File: config.mk
export PLATFORM = sky130hd
export DESIGN_NAME = hsw_writeback
export DESIGN_NICKNAME = d
export VERILOG_FILES = /design/src/hsw_fifo.v /design/src/hsw_writeback.v
export VERILOG_INCLUDE_DIRS = /design/src
export SDC_FILE = /design/constraint.sdc
export NUM_CORES = 1
export LEC_CHECK = 0
export BUFFER_PORTS_ARGS = -buffer_cell sky130_fd_sc_hd__buf_2
export CORE_MARGIN = 3
export CORE_UTILIZATION = 56
export CTS_BUF_LIST = sky130_fd_sc_hd__clkbuf_4 sky130_fd_sc_hd__clkbuf_8
export DETAILED_ROUTE_END_ITERATION = 7
export PLACE_DENSITY = 0.81
export SETUP_SLACK_MARGIN = 0.02
export SLEW_MARGIN = 10
export SYNTH_ARGS = -nofsm -noshare
export SYNTH_HDL_FRONTEND = slang
export SYNTH_SLANG_ARGS = --single-unit
File: constraint.sdc
create_clock -name ref_clk_in -period 4.7 [get_ports ref_clk_in]
set_input_delay 0.47 -clock ref_clk_in [delete_from_list [all_inputs] [get_ports ref_clk_in]]
set_output_delay 0.47 -clock ref_clk_in [all_outputs]
set_load 0.1 [all_outputs]
File: src/hsw_defs.vh
`ifndef HSW_DEFS_VH
`define HSW_DEFS_VH

// register byte addresses
`define HSW_A_FRAME   12'h000
`define HSW_A_STATE   12'h004
`define HSW_A_CLEAR   12'h00C
`define HSW_A_DW4     12'h010
`define HSW_A_DW5     12'h014
`define HSW_A_DW6     12'h018
`define HSW_A_DW7     12'h01C

// widths
`define HSW_AW        12
`define HSW_DW        32
`define HSW_NUF       8
`define HSW_CNTW      12
`define HSW_OCW       3
`define HSW_FRW       5
`define HSW_UFW       3

// outcome code bit positions
`define HSW_OC_XERR   0
`define HSW_OC_BABL   1
`define HSW_OC_UNDR   2

// fifo entry layout
`define HSW_E_W       23
`define HSW_E_OC_LO   0
`define HSW_E_OC_HI   2
`define HSW_E_CNT_LO  3
`define HSW_E_CNT_HI  14
`define HSW_E_FR_LO   15
`define HSW_E_FR_HI   19
`define HSW_E_UF_LO   20
`define HSW_E_UF_HI   22

`define HSW_FIFO_D    8
`define HSW_FIFO_AW   3
`define HSW_FIFO_CW   4

// reset values
`define HSW_RST_MASK  8'h00
`define HSW_RST_FRAME 5'h00
`define HSW_RST_CNT   12'h000
`define HSW_RST_OC    3'h0
`define HSW_RST_WORD  32'h00000000
`define HSW_RST_TOT   16'h0000

`endif

File: src/hsw_fifo.v
`timescale 1ns/1ps
`default_nettype none
`include "hsw_defs.vh"

module hsw_fifo #(
   parameter WIDTH = `HSW_E_W,
   parameter DEPTH = `HSW_FIFO_D,
   parameter AW    = `HSW_FIFO_AW,
   parameter CW    = `HSW_FIFO_CW
) (
   input  wire             ref_clk_in,
   input  wire             rst_in,
   input  wire             in_valid_in,
   output reg              in_ready_out,
   input  wire [WIDTH-1:0] in_data_in,
   output reg              out_valid_out,
   input  wire             out_ready_in,
   output wire [WIDTH-1:0] out_data_out,
   output reg  [CW-1:0]    level_out
);
   reg [WIDTH-1:0] mem_r [0:DEPTH-1];
   reg [AW-1:0]    wr_ptr_r;
   reg [AW-1:0]    rd_ptr_r;
   wire            push;
   wire            pop;
   wire [CW-1:0]   level_nxt;

   assign push = in_valid_in & in_ready_out;
   assign pop  = out_valid_out & out_ready_in;
   assign level_nxt = level_out + {{(CW-1){1'b0}}, push} - {{(CW-1){1'b0}}, pop};
   assign out_data_out = mem_r[rd_ptr_r];

   always @(posedge ref_clk_in) begin
      if (push) begin
         mem_r[wr_ptr_r] <= in_data_in;
      end
   end

   // full and empty come from the registered level, so both flags are honest
   always @(posedge ref_clk_in) begin
      if (rst_in) begin
         wr_ptr_r      <= {AW{1'b0}};
         rd_ptr_r      <= {AW{1'b0}};
         level_out     <= {CW{1'b0}};
         in_ready_out  <= 1'b0;
         out_valid_out <= 1'b0;
      end else begin
         if (push) begin
            wr_ptr_r <= (wr_ptr_r == DEPTH - 1) ? {AW{1'b0}} : wr_ptr_r + 1'b1;
         end
         if (pop) begin
            rd_ptr_r <= (rd_ptr_r == DEPTH - 1) ? {AW{1'b0}} : rd_ptr_r + 1'b1;
         end
         level_out     <= level_nxt;
         in_ready_out  <= (level_nxt != DEPTH);
         out_valid_out <= (level_nxt != {CW{1'b0}});
      end
   end
endmodule // hsw_fifo

`default_nettype wire

File: src/hsw_writeback.v
// Contract
// RL1: uframe 7 count to DW7 bits 63..52
// RL2: uframe 6 count to DW7 bits 51..40
// RL3: uframe 5 count split DW7 39..32, DW6 31..28
// RL4: uframe 5 low nibble tops DW6
// RL5: uframe 4 count to DW6 bits 27..16
// RL6: uframe 3 count to DW6 bits 15..4
// RL7: uframe 2 count high nibble DW6 3..0
// RL8: uframe 2 count low byte DW5 63..56
// RL9: uframe 1 count to DW5 bits 55..44
// RL10: uframe 0 count to DW5 bits 43..32
// RL11: uframe 7 outcome to DW4 31..29
// RL12: uframe 6 outcome to DW4 28..26
// RL13: uframe 5 outcome to DW4 25..23
// RL14: outcome bits: error, babble in, underrun out
// RL15: software sets mask, hardware clears after service
// RL16: uframes 4..0 outcomes fill DW4 22..8
//
// The register offsets and the APB register port are this design's own decisions.
`timescale 1ns/1ps
`default_nettype none
`include "hsw_defs.vh"

module hsw_writeback (
   input  wire                   ref_clk_in,
   input  wire                   rst_in,
   // apb slave
   input  wire                   psel_in,
   input  wire                   penable_in,
   input  wire                   pwrite_in,
   input  wire [`HSW_AW-1:0]     paddr_in,
   input  wire [`HSW_DW-1:0]     pwdata_in,
   output reg  [`HSW_DW-1:0]     prdata_out,
   output reg                    pready_out,
   output reg                    pslverr_out,
   // result stream from the isochronous endpoint engine
   input  wire                   res_valid_in,
   output wire                   res_ready_out,
   input  wire [`HSW_UFW-1:0]    res_uframe_in,
   input  wire [`HSW_FRW-1:0]    res_frame_in,
   input  wire [`HSW_CNTW-1:0]   res_count_in,
   input  wire                   res_is_in_in,
   input  wire                   res_xact_err_in,
   input  wire                   res_babble_in,
   input  wire                   res_underrun_in,
   // retire strobe
   output reg                    wb_done_out,
   output reg  [`HSW_UFW-1:0]    wb_uframe_out,
   output reg                    wb_hit_out
);

   // outcome code assembled at the input, so the fifo carries finished codes
   reg  [`HSW_OCW-1:0]    in_code;
   wire [`HSW_E_W-1:0]    in_entry;

   always @* begin
      in_code = `HSW_RST_OC;
      in_code[`HSW_OC_XERR] = res_xact_err_in;                  // see RL14
      in_code[`HSW_OC_BABL] = res_babble_in & res_is_in_in;     // see RL14
      in_code[`HSW_OC_UNDR] = res_underrun_in & ~res_is_in_in;  // see RL14
   end

   assign in_entry = {res_uframe_in, res_frame_in, res_count_in, in_code};

   // fifo between the endpoint engine and the descriptor
   wire                   q_valid;
   wire                   q_ready;
   wire [`HSW_E_W-1:0]    q_data;
   wire [`HSW_FIFO_CW-1:0] q_level;

   // writeback pauses while software owns the bus, so the fifo really fills
   // and res_ready_out falls back to the engine
   assign q_ready = ~psel_in;

   hsw_fifo #(
      .WIDTH (`HSW_E_W),
      .DEPTH (`HSW_FIFO_D),
      .AW    (`HSW_FIFO_AW),
      .CW    (`HSW_FIFO_CW)
   ) u_fifo (
      .ref_clk_in    (ref_clk_in),
      .rst_in        (rst_in),
      .in_valid_in   (res_valid_in),
      .in_ready_out  (res_ready_out),
      .in_data_in    (in_entry),
      .out_valid_out (q_valid),
      .out_ready_in  (q_ready),
      .out_data_out  (q_data),
      .level_out     (q_level)
   );

   wire [`HSW_UFW-1:0]  q_uf;
   wire [`HSW_FRW-1:0]  q_fr;
   wire [`HSW_CNTW-1:0] q_cnt;
   wire [`HSW_OCW-1:0]  q_oc;
   wire                 q_pop;

   assign q_uf  = q_data[`HSW_E_UF_HI:`HSW_E_UF_LO];
   assign q_fr  = q_data[`HSW_E_FR_HI:`HSW_E_FR_LO];
   assign q_cnt = q_data[`HSW_E_CNT_HI:`HSW_E_CNT_LO];
   assign q_oc  = q_data[`HSW_E_OC_HI:`HSW_E_OC_LO];
   assign q_pop = q_valid & q_ready;

   // software registers
   reg [`HSW_FRW-1:0] frame_r;
   reg [`HSW_NUF-1:0] mask_r;
   reg [`HSW_NUF-1:0] mask_nxt;
   reg [15:0]         hit_tot_r;
   reg [15:0]         miss_tot_r;

   wire               apb_acc;
   wire               apb_wr;
   wire               apb_rd;
   wire               frame_hit;
   wire               uf_live;
   wire               wb_go;
   wire [`HSW_NUF-1:0] sw_set;
   wire [`HSW_NUF-1:0] sw_clr;
   wire [`HSW_NUF-1:0] hw_clr;

   assign apb_acc = psel_in & penable_in & pready_out;
   assign apb_wr  = apb_acc & pwrite_in;
   assign apb_rd  = psel_in & penable_in & ~pready_out & ~pwrite_in;

   assign frame_hit = (q_fr == frame_r);
   assign uf_live   = mask_r[q_uf];
   assign wb_go     = q_pop & frame_hit & uf_live;          // see RL15

   // software may only raise mask bits; zeros in the write leave them alone
   assign sw_set = (apb_wr && paddr_in == `HSW_A_DW4) ?
                   pwdata_in[`HSW_NUF-1:0] : {`HSW_NUF{1'b0}};
   assign sw_clr = (apb_wr && paddr_in == `HSW_A_CLEAR) ?
                   pwdata_in[`HSW_NUF-1:0] : {`HSW_NUF{1'b0}};

   // per-uframe result storage
   wire [`HSW_CNTW-1:0] cnt_w [0:`HSW_NUF-1];
   wire [`HSW_OCW-1:0]  oc_w  [0:`HSW_NUF-1];

   genvar g;
   generate
      for (g = 0; g < `HSW_NUF; g = g + 1) begin : g_uf
         reg [`HSW_CNTW-1:0] cnt_r;
         reg [`HSW_OCW-1:0]  oc_r;
         wire                hit;

         assign hit = wb_go && (q_uf == g);
         assign hw_clr[g] = hit;
         assign cnt_w[g] = cnt_r;
         assign oc_w[g]  = oc_r;

         // a fresh result wins over a software clear in the same cycle
         always @(posedge ref_clk_in) begin
            if (rst_in) begin
               cnt_r <= `HSW_RST_CNT;
               oc_r  <= `HSW_RST_OC;
            end else if (hit) begin
               cnt_r <= q_cnt;
               oc_r  <= q_oc;
            end else if (sw_clr[g]) begin
               cnt_r <= `HSW_RST_CNT;
               oc_r  <= `HSW_RST_OC;
            end
         end
      end
   endgenerate

   // hardware clear first, then software set, so a set in the same cycle wins
   always @* begin
      mask_nxt = (mask_r & ~hw_clr) | sw_set;               // see RL15
   end

   // descriptor words as software sees them, in 32-bit halves
   wire [`HSW_DW-1:0] dw7;
   wire [`HSW_DW-1:0] dw6;
   wire [`HSW_DW-1:0] dw5;
   wire [`HSW_DW-1:0] dw4;

   assign dw7 = {cnt_w[7],                                  // see RL1
                 cnt_w[6],                                  // see RL2
                 cnt_w[5][11:4]};                           // see RL3
   assign dw6 = {cnt_w[5][3:0],                             // see RL3 see RL4
                 cnt_w[4],                                  // see RL5
                 cnt_w[3],                                  // see RL6
                 cnt_w[2][11:8]};                           // see RL7
   assign dw5 = {cnt_w[2][7:0],                             // see RL8
                 cnt_w[1],                                  // see RL9
                 cnt_w[0]};                                 // see RL10
   assign dw4 = {oc_w[7],                                   // see RL11
                 oc_w[6],                                   // see RL12
                 oc_w[5],                                   // see RL13
                 oc_w[4], oc_w[3], oc_w[2], oc_w[1], oc_w[0], // see RL16
                 mask_r};                                   // see RL15

   // control registers
   always @(posedge ref_clk_in) begin
      if (rst_in) begin
         frame_r <= `HSW_RST_FRAME;
         mask_r  <= `HSW_RST_MASK;
      end else begin
         mask_r <= mask_nxt;
         if (apb_wr && paddr_in == `HSW_A_FRAME) begin
            frame_r <= pwdata_in[`HSW_FRW-1:0];
         end
      end
   end

   // retire strobe and tallies; a result for a stale frame or an idle
   // uframe is dropped without touching the descriptor
   always @(posedge ref_clk_in) begin
      if (rst_in) begin
         wb_done_out   <= 1'b0;
         wb_uframe_out <= {`HSW_UFW{1'b0}};
         wb_hit_out    <= 1'b0;
         hit_tot_r     <= `HSW_RST_TOT;
         miss_tot_r    <= `HSW_RST_TOT;
      end else begin
         wb_done_out <= q_pop;
         wb_hit_out  <= wb_go;
         if (q_pop) begin
            wb_uframe_out <= q_uf;
         end
         if (wb_go) begin
            hit_tot_r <= hit_tot_r + 16'h0001;
         end else if (q_pop) begin
            miss_tot_r <= miss_tot_r + 16'h0001;
         end
      end
   end

   // apb: one wait state, so pready rises on the second access cycle
   reg [`HSW_DW-1:0] rd_mux;
   reg               rd_bad;

   always @* begin
      rd_mux = `HSW_RST_WORD;
      rd_bad = 1'b0;
      case (paddr_in)
         `HSW_A_FRAME: rd_mux = {{(`HSW_DW-`HSW_FRW){1'b0}}, frame_r};
         `HSW_A_STATE: rd_mux = {miss_tot_r[11:0], hit_tot_r[11:0],
                                 3'h0, q_valid, q_level};
         `HSW_A_CLEAR: rd_mux = `HSW_RST_WORD;
         `HSW_A_DW4:   rd_mux = dw4;
         `HSW_A_DW5:   rd_mux = dw5;
         `HSW_A_DW6:   rd_mux = dw6;
         `HSW_A_DW7:   rd_mux = dw7;
         default:      rd_bad = 1'b1;
      endcase
   end

   always @(posedge ref_clk_in) begin
      if (rst_in) begin
         pready_out  <= 1'b0;
         pslverr_out <= 1'b0;
         prdata_out  <= `HSW_RST_WORD;
      end else begin
         pready_out  <= psel_in & penable_in & ~pready_out;
         pslverr_out <= psel_in & penable_in & ~pready_out & rd_bad;
         if (apb_rd) begin
            prdata_out <= rd_bad ? `HSW_RST_WORD : rd_mux;
         end
      end
   end

endmodule // hsw_writeback

`default_nettype wire

Word-level counts from Yosys, hierarchy flattened. Memories as Yosys holds them, arrays and structs flattened. A register that Yosys moved wholly into a read port is not among the register bits. Index checks and enable logic that the tools add are counted.

Multiplexer cells: 45. Order comparisons: 1. Add/sub/neg operators: 6. Bitwise logic cells: 20. Reduce and logical (&&, ||, !) cells: 24. Eq/ne operators: 17.

Operator list (count): $mux W12 (16); $pmux W32 S6 (1); $mux W3 (20); $eq A12 B5 Y1 const B (4); $add A16 B1 Y16 const B (2); $mux W32 (1); $eq A3 B3 Y1 const B (6); $mux W8 (2); $reduce_bool A2 Y1 (8); $and A1 B1 Y1 (12); $eq A12 B3 Y1 const B (1); $eq A12 B4 Y1 const B (1); $logic_not A12 Y1 (1); $logic_and A1 B1 Y1 (11); $and A8 B8 Y8 (1); $not A8 Y8 (1); $or A8 B8 Y8 (1); $reduce_or A7 Y1 (1); $add A3 B1 Y3 const B (2); $eq A3 B2 Y1 const B (2); $eq A5 B5 Y1 (1); $not A1 Y1 (5); $add A4 B1 Y4 (1); $lt A3 B4 Y1 const B (1); 8 further kinds (11).

Register bits after elaboration: 216. Memories: 1. Word-level logic and storage cells: 145. Output and inout bits: 40. Memory bits (writable): 184. Input port bits: 74.

Memories: u_fifo.mem_r (words 8, width 23, read ports 1, clocked after Yosys merged registers in 1, write ports 1, RTL line hsw_fifo.v:21) `reg [WIDTH-1:0] mem_r [0:DEPTH-1];`.

Logic depth before layout (Yosys ltp). Gate-level depths: netlist of the first run.

Depth in word-level cells: 8. Gate-level depth with buffers: 12. Mapped depth without buffers: 10.

By module. A second synthesis of the first run with hierarchy kept.

Cells, all modules: 1227. Area total of the unflattened synthesis: 16054.1 sq um.

Modules (own cells, without submodules): hsw_writeback (area an instance 8296.7 sq um, sequential area each 3923.8 sq um, cells each 880, instances 1); hsw_fifo (area an instance 7757.4 sq um, sequential area each 5825.6 sq um, cells each 347, instances 1).

Worst setup path after synthesis of the first run. No wires, ideal clock.

Kind: register to register. Start: register u_fifo.in_ready_out. End: memory u_fifo.mem_r[2][0] (netlist bit), enable pin. Setup slack: 0.357 ns. Data required time: 4.230 ns. Arrival: 3.873 ns. Library setup time: 0.470 ns. Clock period less this slack: 4.343 ns. Cell stages (with the launch flop): 3. Path buffers: 0. Cell sequence: dfxtp_1 -> nand2_1 -> nor4b_1.

Longest elaborated chain between the ends: 3.

RTL lines: from (decl) (RTL line hsw_fifo.v:14) `output reg in_ready_out,`; from (signal assigned) (RTL line hsw_fifo.v:55) `in_ready_out <= (level_nxt != DEPTH);`; $and A1 B1 Y1 (RTL line hsw_fifo.v:28) `assign push = in_valid_in & in_ready_out;`; $mux W1 (RTL line hsw_fifo.v:34) `if (push) begin`; $mux W1 (implied by the code) (RTL line hsw_fifo.v:35) `mem_r[wr_ptr_r] <= in_data_in;`; to (decl) (RTL line hsw_fifo.v:21).

No other way between the ends.

==> results of run 1 <==
metal layers:
metal	wire length (µm)	track usage	vias to the layer above
met5	0	0	-
met4	1720	0.116	0
met3	2800	0.0488	109
met2	19700	0.433	499
met1	15700	0.329	5520
li1	-	-	5042
synthesized netlist by cell type, types with 5 or more instances:
| cell | n |
|---|---|
| nor2_1 | 71 |
| buf_2 | 7 |
| nand3_1 | 14 |
| nor4_1 | 5 |
| ha_1 | 10 |
| inv_1 | 13 |
| mux2_1 | 13 |
| o21ai_1 | 7 |
| mux4_2 | 37 |
| mux2_2 | 25 |
| dfxtp_1 | 211 |
| nor2b_1 | 21 |
| buf_6 | 13 |
| mux2i_1 | 144 |
| nand2_1 | 195 |
| nor3_1 | 22 |
| o21ai_0 | 12 |
| and3_1 | 6 |
| a31oi_1 | 24 |
| buf_1 | 8 |
| clkbuf_1 | 44 |
| nand2b_1 | 13 |
| a22oi_1 | 69 |
| edfxtp_1 | 184 |
| a21oi_1 | 52 |
area by class of cell:
class	count	share of cell area
sequential	395	0.528
multi-input combinational	815	0.333
clock buffer	83	0.0574
timing repair buffer	122	0.0377
tap	378	0.0256
clock inverter	27	0.0156
inverter	14	0.00284
worst reg2reg max path: cells and delay by family, from the launching register on:
family / cells / cell delay (ns)
and+or+nand+nor: 5 / 2.00
DFF: 1 / 0.61
AOI/OAI and AO/OA: 2 / 0.55
buffers and inverters: 1 / 0.39
state kept, by name (all words and copies together) (netlist names), named ones only:
register / flops
mask_r: 8
wb_uframe_out: 3
miss_tot_r: 12
hit_tot_r: 12
u_fifo.mem_r: 184
frame_r: 5
u_fifo.rd_ptr_r: 3
pslverr_out: 1
wb_done_out: 1
g_uf.oc_r: 24
u_fifo.wr_ptr_r: 3
u_fifo.level_out: 4
wb_hit_out: 1
pready_out: 1
u_fifo.out_valid_out: 1
u_fifo.in_ready_out: 1
g_uf.cnt_r: 96
prdata_out: 32
cells by family (layout without fill, tap and decap cells):
group,count (synthesis),after routing,share of synthesized area
AOI/OAI and AO/OA,195,195,0.0811
xor gates and xnor gates,7,7,0.00377
adders and majority gates,11,11,0.00892
buffers and inverters,87,246,0.0268
DFF,395,395,0.599
muxes,220,220,0.167
and+or+nand+nor,382,382,0.113
power groups by stage:
stage | registers [mW] | logic, mW | clock network (mW)
floorplan | 3.92 | 0.643 | 0
global route | 3.81 | 1.06 | 3.32
global placement | 3.86 | 0.955 | 0
detailed placement | 3.87 | 0.980 | 0
CTS | 3.80 | 0.987 | 3.14
finish | 3.80 | 0.989 | 3.10
through the flow:
stage                     worst slack (ns)  power (mW)   util  instance area (µm²)
after floorplan                      0.357        4.56      -                16300
after global placement                1.10        4.82  0.606                17100
after detailed placement             0.967        4.85  0.606                17100
after CTS                            0.922        7.92  0.654                18500
after global routing                 0.784        8.19  0.654                18500
final                                0.957        7.88  0.654                18500
worst max-delay path by stage:
stage | startpoint | end | slack, ns | depth (start not counted)
finish | flip-flop | mask_r[6] | 0.96 | 8
global route | flip-flop | mask_r[6] | 0.78 | 8
CTS | flip-flop | mask_r[6] | 0.92 | 8
detailed placement | flip-flop | mask_r[6] | 0.97 | 8
global placement | flip-flop | mask_r[6] | 1.10 | 8
floorplan | u_fifo.in_ready_out | u_fifo.mem_r[2][0] | 0.36 | 2
==> run summary, run 1 <==
routed vias: 11170
Net Sw Frac: 0.257
root buf cell: clkbuf_8
most frequent cells in the layout: 209 x dfxtp_1, 195 x nand2_1, 184 x edfxtp_1
area of the multi-input gates: 6150 µm²
core area: 28200 µm²
HPWL after DPL: 25500 µm
final hold violations: 0
Max IR drop VDD: 327 µV
Clock Latency Late Sink: 0.62 ns
Final nets: 1493
final WL: 39900 µm
Power Dens Cells: 427 nW/µm²
initial core utilization: 0.576
initial antenna violation count: 0
Post-Synthesis Cells: 1297
FF+latch area: 9750 µm²
top cells by area, synth: edfxtp_1 34%, dfxtp_1 26%, mux2i_1 8.9%
hold wc startpoint: pwdata_in[5]
Top delay family on crit path: simple AND/OR/NAND/NOR gates
placed insts: 1724
first-pass GRT wire length: 62800 µm
status: completed
routed len/inst: 21.8 µm
ys flop type: dfxtp_1
row count: 61
asr flop ratio synth: 0
R2R Setup Slk: 0.96 ns
Setup crit start kind: flip-flop
CTS Buf Count: 60
# DRC: 0
clk sink count: 395
ratio of final minimum period to clock period: 0.796
Filler cells: 2072
Crit Path Class: flip-flop to flip-flop
H-Tree Depth: 2
clock tree buffer depth: 3
CTS Hold Buffers Added: 0
post-CTS setup buffer count: 0
DRT iter0 DRCs: 1103
Syn Nets: 1382
RD Place Congestion: 0.876
Rel. slew slack: 0.138
worst r2r path cells: 8
Yosys top cell area share: 0.340
worst hold-check path type: input port to flip-flop
cell type contributing the most total cell area after synthesis: edfxtp_1
CP Max Fanout: 17
Die Footprint: 31100 µm²
CTS clk-pin slew, worst paths: 0.06 ns
number of vias per cell: 6.09
DRT Pass-1 Iters: 6
NetSw: 2.03 mW
Seq/Total Area, Yosys: 0.599
WP data arrival: 4.15 ns
# port buffers: 89
Die Wd: 176 µm
mapped cell area: 16300 µm²
largest net degree at the start of global routing: 84
hold path endpoint: mask_r[5]
Synth Area per Inst: 12.5 µm²
combinational power share: 0.125
max_cap viols: 0
share of cells above drive strength 1: 0.216
Worst-Margin Slew: 1.29 ns
internal power: 5.85 mW
RSZ-0062 raised after global routing: no
Crit Reg-Reg Endpoint: mask_r[6]
commonest non-fill, non-tap cell in the layout: dfxtp_1
Yosys reg bits: 395
yosys warns: 0
Final Non-Filler Cells: 1834
Hold Path Stages: 3
Post-CTS Resized: 0
P_leak: 6.31 nW
Finish-stage setup viols: 0
synth unique cells: 60
die height: 176 µm
slowest cell on the critical path: nor3_4
sequential share of power: 0.482
Worst EP required: 5.11 ns
I/O pin count: 114
Post-synth EDFFs: 184
f_max: 267 MHz
max incr delay on CP: 1.05 ns
fin crit period: 3.74 ns
post-route clock skew: 0.0398 ns
final antenna-violating net count: 0
n_diodes: 0
CTS tree: built
vias in the first global route: 11191
TNS Setup: 0 ns
final hold slack: 0.104 ns
WP buf/inv: 1
critical-path cell list: buf_4 > nand2b_1 > o22ai_1 > nor3_1 > nor4b_4 > nand4_4 > nor3_4 > o21ai_0
Clock Power Share: 0.393
GR Overflow Total: 0
crit path capture type: flip-flop
Slew Limit Fails: 0
Layout area overhead: 13.6%
GR Util All Layers: 0.259
No activity file was read; power rests on OpenSTA's default activity.
==> run 2: changes to the inputs <==
--- a/config.mk
+++ b/config.mk
@@ -11,7 +11,7 @@
 export CORE_UTILIZATION = 56
 export CTS_BUF_LIST = sky130_fd_sc_hd__clkbuf_4 sky130_fd_sc_hd__clkbuf_8
 export DETAILED_ROUTE_END_ITERATION = 7
-export PLACE_DENSITY = 0.81
+export PLACE_DENSITY = 0.84
 export SETUP_SLACK_MARGIN = 0.02
 export SLEW_MARGIN = 10
 export SYNTH_ARGS = -nofsm -noshare
==> constraint.sdc (replaced) <==
create_clock -name ref_clk_in -period 3.1 [get_ports ref_clk_in]
set_input_delay 0.31 -clock ref_clk_in [delete_from_list [all_inputs] [get_ports ref_clk_in]]
set_output_delay 0.31 -clock ref_clk_in [all_outputs]
set_load 0.1 [all_outputs]
==> run 2 against run 1 <==
Effect of this change:
- clock skew fell by 0.012 ns
- count of clock-buffer cells in the layout rose by 17
- non-clock buffer count rose by 60
- critical path depth rose by 1
- hold slack got worse by 0.042 ns
- global-route usage rose by 0.84 points
- clock power rose by 49%
- first-iteration DRC count rose by 1.3%
- die area did not move
- cell count rose by 3.3%
- largest power group unchanged
- flip-flop and latch count did not move
- final area rose by 3.8%
==> run summary, run 2 (synthesis results as in run 1) <==
status: completed
f_max: 339 MHz
WP buf/inv: 2
CTS Buf Count: 60
hold wc startpoint: paddr_in[2]
Crit Reg-Reg Endpoint: g_uf[5].cnt_r[6]
R2R Setup Slk: 0.15 ns
Finish-stage setup viols: 0
I/O pin count: 114
Slew Limit Fails: 0
critical-path cell list: mux4_2 > mux2i_2 > xnor2_1 > nor4b_4 > nand4_4 > buf_12 > nor3_4 > buf_4 > mux2i_1
final hold violations: 0
vias in the first global route: 11898
max incr delay on CP: 0.53 ns
CTS clk-pin slew, worst paths: 0.06 ns
worst r2r path cells: 9
final WL: 42100 µm
largest registers: u_fifo.mem_r: 184 flops, g_uf.cnt_r: 96 flops, prdata_out: 32 flops
die height: 176 µm
ratio of final minimum period to clock period: 0.951
Max IR drop VDD: 633 µV
# port buffers: 89
# DRC: 0
HPWL after DPL: 26100 µm
post-route clock skew: 0.0276 ns
clk sink count: 395
Filler cells: 1965
number of vias per cell: 6.09
Power Dens Cells: 629 nW/µm²
max reg flops: 184
FF+latch area: 9760 µm²
CP Max Fanout: 32
GR Util All Layers: 0.267
hold path endpoint: pslverr_out
P_leak: 6.64 nW
Die Wd: 176 µm
crit path capture type: flip-flop
Setup crit start kind: flip-flop
Rel. slew slack: 0.169
Clock Latency Late Sink: 0.63 ns
Worst-Margin Slew: 1.25 ns
root buf cell: clkbuf_8
WP data arrival: 3.47 ns
initial antenna violation count: 1
RSZ-0062 raised after global routing: no
commonest non-fill, non-tap cell in the layout: dfxtp_1
RD Place Congestion: 0.896
register name with the most flops: u_fifo.mem_r
row count: 61
final antenna-violating net count: 0
routed len/inst: 22.2 µm
Top delay family on crit path: multiplexers
TNS Setup: 0 ns
slowest cell on the critical path: mux4_2
Crit Path Class: flip-flop to flip-flop
H-Tree Depth: 2
core area: 28200 µm²
CTS tree: built
final hold slack: 0.0623 ns
area of the multi-input gates: 6210 µm²
largest net degree at the start of global routing: 58
initial core utilization: 0.576
Layout area overhead: 17.9%
worst hold-check path type: input port to flip-flop
Final nets: 1553
clock tree buffer depth: 3
DRT Pass-1 Iters: 5
Worst EP required: 3.62 ns
max_cap viols: 0
first-pass GRT wire length: 64500 µm
Die Footprint: 31100 µm²
routed vias: 11547
most frequent cells in the layout: 208 x dfxtp_1, 195 x nand2_1, 184 x edfxtp_1
DRT iter0 DRCs: 1117
share of cells above drive strength 1: 0.234
Hold Path Stages: 3
GR Overflow Total: 0
fin crit period: 2.95 ns
[run 2: cell types whose count changed in the layout (fill, tap and decap cells not counted), sizes merged, moves of 5 or more]
cell / change
dlygate4sd3: +31
clkinv: -12
clkbuf: +17
buf: +29
bufinv: -5
[run 2: worst register-to-register path, stage by stage, from the launching register on]
cell and delay, ns:
dfxtp_4 0.42, mux4_2 0.53, mux2i_2 0.25, xnor2_1 0.14
nor4b_4 0.36, nand4_4 0.15, buf_12 0.22, nor3_4 0.32
buf_4 0.25, mux2i_1 0.22
[run 2: worst max path at each step]
stage	startpoint	end	slack (ns)	cells after the start
floorplan	u_fifo.in_ready_out	u_fifo.mem_r[2][0]	-0.16	2
global placement	flip-flop	g_uf[2].cnt_r[10]	0.06	9
detailed placement	flip-flop	g_uf[2].cnt_r[9]	-0.05	9
CTS	flip-flop	g_uf[2].cnt_r[4]	0.03	10
global route	flip-flop	g_uf[2].cnt_r[10]	0.03	9
finish	flip-flop	g_uf[5].cnt_r[6]	0.15	9
[run 2: what timing repair did]
item | 4_1_cts | 5_1_grt
setup buffers | 0 | 3
setup endpoints to repair | 37 | 85
gates resized for setup | 3 | 3
hold buffers | 31 | 0
pin swaps | 0 | 4
hold endpoints to repair | 179 | 0
[run 2: cell type report]
cell class,instances,area share
Sequential cell,395,0.509
Multi-Input combinational cell,815,0.324
Timing Repair Buffer,182,0.0705
Clock buffer,100,0.0646
Tap cell,378,0.0247
Clock inverter,10,0.00489
Inverter,14,0.00274
Antenna cell,1,0.000130
[run 2: where the power goes]
group | internal [mW] | leakage (nW) | switching, mW | total, mW
clock network | 2.61 | 0.713 | 2.02 | 4.63
logic | 0.640 | 2.56 | 1.07 | 1.71
registers | 5.62 | 3.37 | 0.106 | 5.73
[run 2: routing by layer]
metal	track usage	vias up	part of all wire
met5	0	-	0
met4	0.141	0	0.054
met3	0.0520	166	0.076
met2	0.450	577	0.49
met1	0.327	5654	0.38
li1	-	5150	-
[run 2: metrics by stage]
stage                     worst slack, ns  total power, mW  instance area (µm²)  instances   util
after global placement             0.0616             7.39                17500       1750  0.619
after floorplan                    -0.164             6.93                16300       1297      -
after CTS                          0.0321             12.1                19100       1891  0.678
after global routing               0.0286             12.5                19200       1895  0.679
final                               0.152             12.1                19200       1895  0.679
after detailed placement          -0.0458             7.45                17500       1750  0.619
